--- src/core/pxb_pkg.sv ---
// Purpose: Constants for the port I/O crossbar block
// Assumes: 18 pins, pins 0..15 crossbar capable, 16..17 plain GPIO
// Notes:   Byte offsets are word aligned on the AHB-Lite slave
package pxb_pkg;
    // Pin and slot geometry
    localparam int PIN_N   = 18;
    localparam int XB_N    = 16;
    localparam int SLOT_N  = 20;
    localparam int OWN_W   = 5;
    localparam logic [4:0] OWN_NONE = 5'h1f;

    // Register byte offsets
    localparam logic [7:0] REG_MDIN  = 8'h00;
    localparam logic [7:0] REG_MDOUT = 8'h04;
    localparam logic [7:0] REG_SKIP  = 8'h08;
    localparam logic [7:0] REG_LATCH = 8'h0c;
    localparam logic [7:0] REG_SEL_A = 8'h10;
    localparam logic [7:0] REG_SEL_B = 8'h14;
    localparam logic [7:0] REG_SEL_C = 8'h18;
    localparam logic [7:0] REG_DRV   = 8'h1c;
    localparam logic [7:0] REG_EXTI  = 8'h20;

    // Reset values
    localparam logic [17:0] RST_MDIN  = 18'h3ffff;
    localparam logic [17:0] RST_MDOUT = 18'h00000;
    localparam logic [15:0] RST_SKIP  = 16'h0000;
    localparam logic [17:0] RST_LATCH = 18'h3ffff;
    localparam logic [7:0]  RST_SEL   = 8'h00;
    localparam logic [2:0]  RST_DRV   = 3'h7;
    localparam logic [7:0]  RST_EXTI  = 8'h00;

    // Select register A fields
    localparam int SA_UART = 0;
    localparam int SA_SPI  = 1;
    localparam int SA_SMB  = 2;
    localparam int SA_CP0  = 3;
    localparam int SA_CP0A = 4;
    localparam int SA_CP1  = 5;
    localparam int SA_CP1A = 6;
    localparam int SA_SCLK = 7;
    // Select register B fields
    localparam int SB_CEX  = 0;
    localparam int SB_ECI  = 2;
    localparam int SB_T0   = 3;
    localparam int SB_T1   = 4;
    localparam int SB_T2   = 5;
    localparam int SB_WPUD = 7;
    // Select register C and external event fields
    localparam int SC_CROSSBAR_ENABLE_BIT = 0;
    localparam int EI0_LSB  = 0;
    localparam int EI1_LSB  = 4;

    // Resource slots in priority order
    localparam int SL_UTX  = 0;
    localparam int SL_URX  = 1;
    localparam int SL_SPI  = 2;
    localparam int SL_SDA  = 6;
    localparam int SL_SCL  = 7;
    localparam int SL_CP0  = 8;
    localparam int SL_CEX  = 13;
    localparam int SL_ECI  = 16;
    localparam int SL_TMR  = 17;

    // Fixed pin positions
    localparam int PIN_UTX = 4;
    localparam int PIN_URX = 5;
    localparam int PIN_CLK = 3;
    localparam int PIN_CNV = 6;
    localparam int PIN_DBG = 16;
endpackage : pxb_pkg

--- src/core/pxb_port_io.sv ---
// Purpose: Port I/O pads, crossbar routing and AHB-Lite registers
// Assumes: Pad inputs are asynchronous; peripherals share hclk
// Notes:   Zero wait state slave; every pad control is registered
//
// Overview of operation
// - Input mode one is digital, zero is analog.
// - Reset leaves every pin digital.
// - Analog pins lose pull-up, driver and receiver, except that an active debug link still drives P2.0.
// - Output mode picks open-drain or push-pull, peripherals too.
// - Two-wire bus pins are always open-drain.
// - Open-drain pins get a pull-up unless globally disabled.
// - A pin driving zero loses its pull-up.
// - Crossbar off leaves crossbar pins as plain inputs.
// - Crossbar off disables all crossbar pin drivers.
// - Routing only to pins 0..15, with clear skip bits except for the serial unit.
// - Serial unit always on P0.4 and P0.5.
// - P2.0 and P2.1 are GPIO only.
// - P2.0 is shared with the debug data signal.
// - Latch reads return the pin states, with analog pins reading zero.
// - Fixed functions work on digital pins only.
// - Pin transitions raise events; interrupt pins chosen in P0.
// - Each bank has two drive strengths.
// - Each resource but the serial unit takes the lowest free, unskipped pin.
`timescale 1ns/10ps
module pxb_port_io
    import pxb_pkg::*;
(
    input  wire logic              hclk,
    input  wire logic              hresetn,
    input  wire logic              hsel,
    input  wire logic [31:0]       haddr,
    input  wire logic [1:0]        htrans,
    input  wire logic              hwrite,
    input  wire logic [2:0]        hsize,
    input  wire logic [31:0]       hwdata,
    input  wire logic              hready,
    output logic                   hreadyout,
    output logic                   hresp,
    output logic [31:0]            hrdata,
    input  wire logic [PIN_N-1:0]  pad_in,
    output logic [PIN_N-1:0]       pad_out,
    output logic [PIN_N-1:0]       pad_oe,
    output logic [PIN_N-1:0]       pad_pullup,
    output logic [PIN_N-1:0]       pad_rx_en,
    output logic [2:0]             pad_drive_high,
    input  wire logic [SLOT_N-1:0] per_out,
    input  wire logic [SLOT_N-1:0] per_drv,
    output logic [SLOT_N-1:0]      per_in,
    input  wire logic              dbg_active,
    input  wire logic              dbg_out,
    input  wire logic              dbg_oe,
    output logic                   dbg_in,
    output logic [1:0]             ext_int_lvl,
    output logic [1:0]             ext_int_edge,
    output logic                   conv_start,
    output logic                   ext_clk
);
    // Software registers
    logic [PIN_N-1:0]      mdin_ff;
    logic [PIN_N-1:0]      mdout_ff;
    logic [XB_N-1:0]       skip_ff;
    logic [PIN_N-1:0]      latch_ff;
    logic [7:0]            sel_a_ff;
    logic [7:0]            sel_b_ff;
    logic [7:0]            sel_c_ff;
    logic [2:0]            drv_ff;
    logic [7:0]            exti_ff;

    // Bus state
    logic                  wr_pend_ff;
    logic [7:0]            wr_addr_ff;
    logic [31:0]           hrdata_ff;
    logic                  hreadyout_ff;
    logic                  addr_ok;

    // Pin state
    logic [PIN_N-1:0]      pin_meta_ff;
    logic [PIN_N-1:0]      pin_sync_ff;
    logic [PIN_N-1:0]      pad_out_ff;
    logic [PIN_N-1:0]      pad_oe_ff;
    logic [PIN_N-1:0]      pad_pu_ff;
    logic [PIN_N-1:0]      pad_rx_ff;
    logic [PIN_N-1:0]      nxt_pad_out;
    logic [PIN_N-1:0]      nxt_pad_oe;
    logic [PIN_N-1:0]      nxt_pad_pu;
    logic [SLOT_N-1:0]     per_in_ff;
    logic [SLOT_N-1:0]     nxt_per_in;
    logic                  dbg_in_ff;
    logic [1:0]            ei_lvl_ff;
    logic [1:0]            ei_edge_ff;
    logic [1:0]            nxt_ei_lvl;
    logic                  conv_ff;
    logic                  eclk_ff;
    logic [XB_N*OWN_W-1:0] own_map;
    logic [SLOT_N-1:0]     slot_en;
    logic                  crossbar_enable_bit;
    logic                  wpud;

    // Expand the select registers into one enable per resource slot
    function automatic logic [SLOT_N-1:0] slots_of(
        input logic [7:0] a,
        input logic [7:0] b
    );
        logic [SLOT_N-1:0] e;
        logic [1:0]        cex;
        e   = '0;
        cex = b[SB_CEX +: 2];
        e[SL_UTX] = a[SA_UART];
        e[SL_URX] = a[SA_UART];
        e[SL_SPI +: 4] = {4{a[SA_SPI]}};
        e[SL_SDA] = a[SA_SMB];
        e[SL_SCL] = a[SA_SMB];
        e[SL_CP0 +: 5] = {a[SA_SCLK], a[SA_CP1A], a[SA_CP1],
                          a[SA_CP0A], a[SA_CP0]};
        e[SL_CEX] = (cex != 2'h0);
        e[SL_CEX + 1] = (cex > 2'h1);
        e[SL_CEX + 2] = (cex == 2'h3);
        e[SL_ECI] = b[SB_ECI];
        e[SL_TMR +: 3] = {b[SB_T2], b[SB_T1], b[SB_T0]};
        return e;
    endfunction : slots_of

    // Fixed-function pin level, forced low on analog pins
    function automatic logic fixed_lvl(
        input logic [PIN_N-1:0] pins,
        input logic [PIN_N-1:0] mdin,
        input int               idx
    );
        return pins[idx] & mdin[idx];
    endfunction : fixed_lvl

    // Read data decode for one byte offset
    function automatic logic [31:0] rd_word(input logic [7:0] a);
        logic [31:0] d;
        d = 32'h0000_0000;
        unique case (a)
            REG_MDIN:  d[PIN_N-1:0] = mdin_ff;
            REG_MDOUT: d[PIN_N-1:0] = mdout_ff;
            REG_SKIP:  d[XB_N-1:0]  = skip_ff;
            REG_LATCH: d[PIN_N-1:0] = pin_sync_ff & mdin_ff;
            REG_SEL_A: d[7:0]       = sel_a_ff;
            REG_SEL_B: d[7:0]       = sel_b_ff;
            REG_SEL_C: d[7:0]       = sel_c_ff;
            REG_DRV:   d[2:0]       = drv_ff;
            REG_EXTI:  d[7:0]       = exti_ff;
            default:   d            = 32'h0000_0000;
        endcase
        return d;
    endfunction : rd_word

    assign slot_en = slots_of(sel_a_ff, sel_b_ff);
    assign crossbar_enable_bit   = sel_c_ff[SC_CROSSBAR_ENABLE_BIT];
    assign wpud    = sel_b_ff[SB_WPUD];
    assign addr_ok = hsel & htrans[1] & hready;

    // Crossbar priority decoder
    pxb_xbar_map u_map (
        .hclk    (hclk),
        .hresetn (hresetn),
        .slot_en (slot_en),
        .skip    (skip_ff),
        .own_map (own_map)
    );

    // Address phase capture; writes land in the data phase
    always_ff @(posedge hclk or negedge hresetn) begin
        if (!hresetn) begin
            wr_pend_ff   <= 1'b0;
            wr_addr_ff   <= 8'h00;
            hrdata_ff    <= 32'h0000_0000;
            hreadyout_ff <= 1'b0;
        end else begin
            hreadyout_ff <= 1'b1;                      // Never stalls
            wr_pend_ff   <= addr_ok & hwrite;
            if (addr_ok) begin
                wr_addr_ff <= haddr[7:0];
            end
            if (addr_ok && !hwrite) begin
                hrdata_ff <= rd_word(haddr[7:0]);
            end
        end
    end

    // Mode, skip and latch registers
    always_ff @(posedge hclk or negedge hresetn) begin
        if (!hresetn) begin
            mdin_ff  <= RST_MDIN;
            mdout_ff <= RST_MDOUT;
            skip_ff  <= RST_SKIP;
            latch_ff <= RST_LATCH;
        end else if (wr_pend_ff) begin
            unique case (wr_addr_ff)
                REG_MDIN:  mdin_ff  <= hwdata[PIN_N-1:0];
                REG_MDOUT: mdout_ff <= hwdata[PIN_N-1:0];
                REG_SKIP:  skip_ff  <= hwdata[XB_N-1:0];
                REG_LATCH: latch_ff <= hwdata[PIN_N-1:0];
                default:   ;
            endcase
        end
    end

    // Select, drive and event registers
    always_ff @(posedge hclk or negedge hresetn) begin
        if (!hresetn) begin
            sel_a_ff <= RST_SEL;
            sel_b_ff <= RST_SEL;
            sel_c_ff <= RST_SEL;
            drv_ff   <= RST_DRV;
            exti_ff  <= RST_EXTI;
        end else if (wr_pend_ff) begin
            unique case (wr_addr_ff)
                REG_SEL_A: sel_a_ff <= hwdata[7:0];
                REG_SEL_B: sel_b_ff <= hwdata[7:0];
                REG_SEL_C: sel_c_ff <= hwdata[7:0];
                REG_DRV:   drv_ff   <= hwdata[2:0];
                REG_EXTI:  exti_ff  <= hwdata[7:0];
                default:   ;
            endcase
        end
    end

    // Two-stage synchroniser on every pad input
    always_ff @(posedge hclk or negedge hresetn) begin
        if (!hresetn) begin
            pin_meta_ff <= '0;
            pin_sync_ff <= '0;
        end else begin
            pin_meta_ff <= pad_in;
            pin_sync_ff <= pin_meta_ff;
        end
    end

    // Per-pin drive decision
    always_comb begin
        logic [OWN_W-1:0] own;
        logic             xb;
        logic             use_per;
        logic             v;
        logic             drv;
        logic             od;
        logic             gate;
        own     = OWN_NONE;
        xb      = 1'b0;
        use_per = 1'b0;
        v       = 1'b1;
        drv     = 1'b0;
        od      = 1'b1;
        gate    = 1'b0;
        for (int i = 0; i < PIN_N; i++) begin
            xb  = (i < XB_N);
            own = xb ? own_map[i*OWN_W +: OWN_W] : OWN_NONE;
            use_per = xb && (own != OWN_NONE);
            // Routed peripheral or latch bit as data source
            v   = use_per ? per_out[own] : latch_ff[i];
            drv = use_per ? per_drv[own] : 1'b1;
            od  = !mdout_ff[i];
            if (use_per && (own == OWN_W'(SL_SDA) || own == OWN_W'(SL_SCL))) begin
                od = 1'b1;
            end
            // Crossbar off keeps crossbar pins as inputs only
            gate = mdin_ff[i] && (!xb || crossbar_enable_bit);
            if (i == PIN_DBG && dbg_active) begin
                v    = dbg_out;
                drv  = dbg_oe;
                od   = 1'b0;
                gate = 1'b1;
            end
            nxt_pad_out[i] = v;
            // Open-drain drives only a zero
            nxt_pad_oe[i]  = gate && drv && (!v || !od);
            // Pull-up on open-drain digital pins not driving low
            nxt_pad_pu[i]  = mdin_ff[i] && od && !wpud
                             && !(nxt_pad_oe[i] && !v);
        end
    end

    // Peripheral input return from the pin each slot owns
    always_comb begin
        logic [OWN_W-1:0] own;
        own        = OWN_NONE;
        nxt_per_in = '1;                               // Idle high if unrouted
        for (int i = 0; i < XB_N; i++) begin
            own = own_map[i*OWN_W +: OWN_W];
            if (own != OWN_NONE && crossbar_enable_bit) begin
                nxt_per_in[own] = pin_sync_ff[i] | !mdin_ff[i];
            end
        end
    end

    // Registered pad controls
    always_ff @(posedge hclk or negedge hresetn) begin
        if (!hresetn) begin
            pad_out_ff <= '1;
            pad_oe_ff  <= '0;
            pad_pu_ff  <= '1;
            pad_rx_ff  <= '1;
        end else begin
            pad_out_ff <= nxt_pad_out;
            pad_oe_ff  <= nxt_pad_oe;
            pad_pu_ff  <= nxt_pad_pu;
            pad_rx_ff  <= mdin_ff;
        end
    end

    // Selected external interrupt pins in bank 0
    always_comb begin
        nxt_ei_lvl[0] = fixed_lvl(pin_sync_ff, mdin_ff,
                                  int'(exti_ff[EI0_LSB +: 3]));
        nxt_ei_lvl[1] = fixed_lvl(pin_sync_ff, mdin_ff,
                                  int'(exti_ff[EI1_LSB +: 3]));
    end

    // Fixed functions and transition events
    always_ff @(posedge hclk or negedge hresetn) begin
        if (!hresetn) begin
            ei_lvl_ff  <= 2'h0;
            ei_edge_ff <= 2'h0;
            conv_ff    <= 1'b0;
            eclk_ff    <= 1'b0;
            per_in_ff  <= '1;
            dbg_in_ff  <= 1'b0;
        end else begin
            ei_lvl_ff  <= nxt_ei_lvl;
            // One-cycle pulse on any transition of the chosen pin
            ei_edge_ff <= nxt_ei_lvl ^ ei_lvl_ff;
            conv_ff    <= fixed_lvl(pin_sync_ff, mdin_ff, PIN_CNV);
            eclk_ff    <= fixed_lvl(pin_sync_ff, mdin_ff, PIN_CLK);
            per_in_ff  <= nxt_per_in;
            // Debug port sees the pad even when it is analog
            dbg_in_ff  <= pin_sync_ff[PIN_DBG];
        end
    end

    // Port drivers
    assign hreadyout      = hreadyout_ff;
    assign hresp          = 1'b0;
    assign hrdata         = hrdata_ff;
    assign pad_out        = pad_out_ff;
    assign pad_oe         = pad_oe_ff;
    assign pad_pullup     = pad_pu_ff;
    assign pad_rx_en      = pad_rx_ff;
    assign pad_drive_high = drv_ff;
    assign per_in         = per_in_ff;
    assign dbg_in         = dbg_in_ff;
    assign ext_int_lvl    = ei_lvl_ff;
    assign ext_int_edge   = ei_edge_ff;
    assign conv_start     = conv_ff;
    assign ext_clk        = eclk_ff;

    // Whole words only, so hsize is unused
    logic unused_ok;
    assign unused_ok = ^hsize;
endmodule : pxb_port_io

--- src/core/pxb_xbar_map.sv ---
// Purpose: Priority decoder giving each crossbar pin its owning slot
// Assumes: Slot enables and skip bits are steady register outputs
// Notes:   Map is registered, so it trails a setting change by a cycle
`timescale 1ns/10ps
module pxb_xbar_map
    import pxb_pkg::*;
(
    input  wire logic                 hclk,
    input  wire logic                 hresetn,
    input  wire logic [SLOT_N-1:0]    slot_en,
    input  wire logic [XB_N-1:0]      skip,
    output logic [XB_N*OWN_W-1:0]     own_map
);
    logic [XB_N*OWN_W-1:0] own_map_ff;
    logic [XB_N*OWN_W-1:0] nxt_own_map;

    // Walk the slots by priority, each taking the lowest free pin
    always_comb begin
        logic [XB_N-1:0] taken;
        logic            found;
        taken = skip;
        found = 1'b0;
        nxt_own_map = {XB_N{OWN_NONE}};
        // Serial unit is pinned regardless of priority
        if (slot_en[SL_UTX]) begin
            nxt_own_map[PIN_UTX*OWN_W +: OWN_W] = OWN_W'(SL_UTX);
            nxt_own_map[PIN_URX*OWN_W +: OWN_W] = OWN_W'(SL_URX);
            taken[PIN_UTX] = 1'b1;
            taken[PIN_URX] = 1'b1;
        end
        for (int s = SL_SPI; s < SLOT_N; s++) begin
            found = 1'b0;
            for (int i = 0; i < XB_N; i++) begin
                if (slot_en[s] && !found && !taken[i]) begin
                    nxt_own_map[i*OWN_W +: OWN_W] = OWN_W'(s);
                    taken[i] = 1'b1;
                    found    = 1'b1;
                end
            end
        end
    end

    // Registered map
    always_ff @(posedge hclk or negedge hresetn) begin
        if (!hresetn) begin
            own_map_ff <= {XB_N{OWN_NONE}};
        end else begin
            own_map_ff <= nxt_own_map;
        end
    end

    assign own_map = own_map_ff;
endmodule : pxb_xbar_map

--- config.mk ---
export PLATFORM = sky130hd
export DESIGN_NAME = pxb_port_io
export DESIGN_NICKNAME = d
export VERILOG_FILES = /design/src/core/pxb_pkg.sv /design/src/core/pxb_port_io.sv /design/src/core/pxb_xbar_map.sv
export SDC_FILE = /design/constraint.sdc
export NUM_CORES = 2
export LEC_CHECK = 0
export BUFFER_PORTS_ARGS = -buffer_cell sky130_fd_sc_hd__buf_2
export CORE_ASPECT_RATIO = 0.7
export CORE_MARGIN = 3
export CORE_UTILIZATION = 56
export DETAILED_ROUTE_END_ITERATION = 8
export PLACE_DENSITY = 0.77
export RECOVER_POWER = 100
export SLEW_MARGIN = 20
export SYNTH_ARGS = -nofsm -noshare
export SYNTH_HDL_FRONTEND = slang
export SYNTH_SLANG_ARGS = --single-unit
--- constraint.sdc ---
create_clock -name hclk -period 5.6 [get_ports hclk]
set_clock_uncertainty 0.1 [all_clocks]
set_input_delay 0.56 -clock hclk [delete_from_list [all_inputs] [get_ports hclk]]
set_output_delay 0.56 -clock hclk [all_outputs]
set_load 0.02 [all_outputs]
==> metrics.md <==
| Metric | Value |
|---|---|
| Syn Area/Cell | 8.684 um2 |
| CP endpoint kind | flip-flop |
| CTS tree | done |
| Die Span Y | 205.2 um |
| Reg clk slew, reported paths | 0.06 ns |
| Synth Area in XOR/XNOR | 0.002759 |
| Worst min-delay path class | input pin to flip-flop |
| Max_slew headroom | -1.109 |
| Synth Area in Adders | 0.008909 |
| H-tree Lvls | 2 |
| P_leak | 16.19 nW |
| CP top delay family | compound AO/OA/AOI/OAI gates |
| Clock root buffer | clkbuf_16 |
| Final GP Congestion | 1.021 |
| Post-detail-place hpwl | 97170 um |
| IO Count | 271 |
| Total global-route track usage | 0.4129 |
| Layout fillers | 4102 |
| Worst path max stage delay | 0.58 ns |
| Die width | 290.6 um |
| Largest family of logic cells by synthesized area | compound AO/OA/AOI/OAI gates |
| Antenna viol nets, final | 0 |
| Rows | 72 |
| Finished Layout Cells | 5076 |
| Post-route DRC violation count | 0 |
| Port Buffers | 213 |
| Worst-path fanout max | 8 |
| #FFs+latches synth | 348 |
| Min Hold Slack | 0.02842 ns |
| Syn Std Cell Area | 0.03174 mm2 |
| Mux share of post-synthesis cell area | 0.1919 |
| Dpl ws | -0.4515 ns |
| Placed insts | 4887 |
| RSZ-0062 raised after global routing | yes |
| Number of nets in the layout | 4433 |
| Hold Violations, Final | 0 |
| Count of different cell masters after synthesis | 127 |
| Arrival @ worst endpoint | 6.24 ns |
| Post-synth top flop | dfstp_2 |
| Routed via count | 35640 |
| Total gr overflow | 0 |
| Final WS setup | -0.2585 ns |
| Complex-gate fraction of the synthesized area | 0.2624 |
| Clk Latency, worst-skew pair | 0.59 ns |
| Area leader, netlist | dfstp_2 |
| Max-slew violation count | 404 |
| Post-synth EDFFs | 0 |
| Main area contributors after synthesis | dfstp_2 (16%), dfrtp_1 (12%), mux4_2 (12%), nand2_1 (5.2%), mux2_2 (4.2%) |
| Most common cell after layout, fill and taps aside | buf_4 |
| Core area | 0.05567 mm2 |
| Initial antenna violation count | 16 |
| DIE AREA | 0.05962 mm2 |
| DR vias/cell | 7.020 |
| Slowest-stage cell, CP | a2111oi_4 |
| Simple-Gate Fraction of Synth Area | 0.1989 |
| Peak supply drop | 0.2606 mV |
| Clk sink count | 348 |
| WS Path Type | flip-flop to flip-flop |
| Number of global-route vias before repair | 32740 |
| Share of cells above drive strength 1 | 0.3692 |
| Cells after Synth | 3655 |
| Fmax | 170.7 MHz |
| Pwr Density | 265.1 mW/mm2 |
| Final WL | 131300 um |
| Num CTS Buffers | 36 |
| Fin crit period | 5.859 ns |
| Initial Util | 0.5701 |
| Max Buffers Root-to-Sink | 3 |
| Failing checks | capacitance limit, slew limit, setup timing |
| Endpoints failing setup | 10 |
| Top cell by count, worst path | buf_4 |
| Sequential area share after synthesis | 0.2820 |
| Setup crit start kind | flip-flop |
| Commonest non-fill, non-tap cells in the layout | buf_4 (602), nand2_1 (426), nor2_1 (309) |
| Synth async-reset ratio | 1.000 |
| Iter 0 DRT Violations | 5999 |
| YS warnings | 0 |
| Largest net degree at the start of global routing | 137 |
| Buf/Inv on CP | 6 |
| Hold path depth | 1 |
| Tightest Pin Transition | 3.163 ns |
| Critical path depth in cells | 24 |
| Final Cycle Share | 1.046 |
| Data required time at the worst endpoint | 5.98 ns |
| Status | finished with violations |
| Post-detailed-route wirelength per cell | 25.86 um |
| Synth top area share | 0.1598 |
| Crit path cell chain | buf_6 > or3_1 > o221a_1 > buf_4 > nor2_2 > a2111oi_4 > buf_4 > nor3_4 > or4_4 > a211oi_4 > nand4_1 > buf_4 > a311oi_4 > o211ai_1 > a21oi_2 > buf_4 > nor2_2 > o21ai_2 > a31oi_4 > buf_12 > maj3_2 > a32o_2 > o21ai_4 > a21oi_2 |
| Area Growth Syn to Fin | 27.11% |
| Worst Reg-to-Reg Cells | 24 |
| Max cap viols | 6 |
| First-pass GRT wire length | 192600 um |
| First-pass DRT Iterations | 7 |
==> final cells by class <==
type	count	area, um2	share of cell area
multi-input cells	2938	22700	0.5627
flip-flops and latches	348	8961	0.2221
repair buffers	891	6305	0.1563
clock buffers	51	1007	0.02497
well taps	740	925.9	0.02295
inverters	83	311.5	0.007722
clock inverters	14	106.4	0.002636
diodes	11	27.53	0.0006823
==> cell usage after synthesis (all sizes together), types with 12 or more instances <==
cell,n
o31ai,18
mux2i,103
o31a,12
a221o,13
o22ai,51
dfrtp,155
dfstp,193
a21oi,249
and3,29
a21o,34
o21ai,227
nor3b,19
a2111oi,22
nor2,344
a22oi,43
nand2,444
mux2,119
nand4,26
inv,78
a222oi,18
a21boi,21
nor3,110
o211ai,58
and2,42
o32ai,20
a31oi,67
o311ai,14
nand3,99
a211oi,66
buf,78
a221oi,54
o221ai,20
a32oi,27
or3,19
nand2b,51
or2,24
a311oi,15
clkbuf,222
mux4,165
maj3,27
nor4,25
nor2b,52
o21a,25
==> layer usage <==
metal  wire length (um)  global-route usage  share of wire
met1              51140              0.6027           0.39
met2              52610              0.5617           0.40
met3              23410              0.1764           0.18
met4               3930             0.09538          0.030
met5                185             0.01057         0.0014
==> flip-flops by register name, indices dropped and copies added, names as in the netlist, 16 cells and up <==
name and cells:
latch_ff 18, mdin_ff 18, u_map.own_map 80, pin_sync_ff 18, pad_out 18, skip_ff 16
pad_pullup 18, pad_rx_en 18, pad_oe 18, hrdata 18, mdout_ff 18, pin_meta_ff 18
per_in 20
==> path summary, 6_finish.rpt <==
| kind | start | to | slack [ns] |
|---|---|---|---|
| max | sel_a_ff[1]$_DFFE_PN0P_ | u_map.own_map[77]$_DFF_PN1_ | -0.26 |
| min | pad_in[16] | pin_meta_ff[16]$_DFF_PN0_ | 0.03 |
| max reg2reg | sel_a_ff[1]$_DFFE_PN0P_ | u_map.own_map[77]$_DFF_PN1_ | -0.26 |
| min reg2reg | pin_meta_ff[14]$_DFF_PN0_ | pin_sync_ff[14]$_DFF_PN0_ | 0.24 |
| max in group asynchronous | hresetn | skip_ff[0]$_DFFE_PN0P_ | 1.02 |
| min in group asynchronous | hresetn | pin_meta_ff[4]$_DFF_PN0_ | 0.92 |
==> worst reg2reg max path: stages, from the launching register on <==
cell	delay, ns
dfrtp_2	0.42
buf_6	0.16
or3_1	0.17
o221a_1	0.25
buf_4	0.13
nor2_2	0.05
a2111oi_4	0.58
buf_4	0.22
nor3_4	0.05
or4_4	0.52
a211oi_4	0.44
nand4_1	0.19
buf_4	0.18
a311oi_4	0.35
o211ai_1	0.18
a21oi_2	0.24
buf_4	0.17
nor2_2	0.06
o21ai_2	0.16
a31oi_4	0.14
buf_12	0.16
maj3_2	0.31
a32o_2	0.29
o21ai_4	0.21
a21oi_2	0.08
==> metrics by stage <==
stage,utilization,total power (W),instance area [um2],setup TNS (ns)
finish,0.7247,0.01070,40340,-1.492
global route,0.7243,0.01111,40320,-6.560
CTS,0.6973,0.01024,38820,-0.05280
detailed placement,0.6603,0.007747,36760,-4.613
global placement,0.6603,0.007637,36760,-3.515
floorplan,-,0.006108,31790,0
==> logic make-up (layout without fill, tap and decap cells) <==
kind of cell,after synthesis,count (layout)
simple gates,1325,1325
xor+xnor,10,10
mux,387,387
fa+ha+maj,27,27
buf+inv,383,1039
compound gates,1173,1173
flops,348,348
other cells,2,27
==> power by group <==
part | switching (W) | total [W] | internal, W
logic | 0.00250 | 0.00459 | 0.00209
registers | 0.000766 | 0.00373 | 0.00296
clock network | 0.00111 | 0.00238 | 0.00127
==> what timing repair did <==
item / in CTS / in global routing
setup buffers: 35 / 61
endpoints found under the hold margin: 17 / 0
pin swaps: 50 / 130
setup endpoints to repair: 22 / 30
cloned: 0 / 3
resized for setup: 110 / 253
hold buffers: 17 / 0
(Power assumes the default switching activity.)
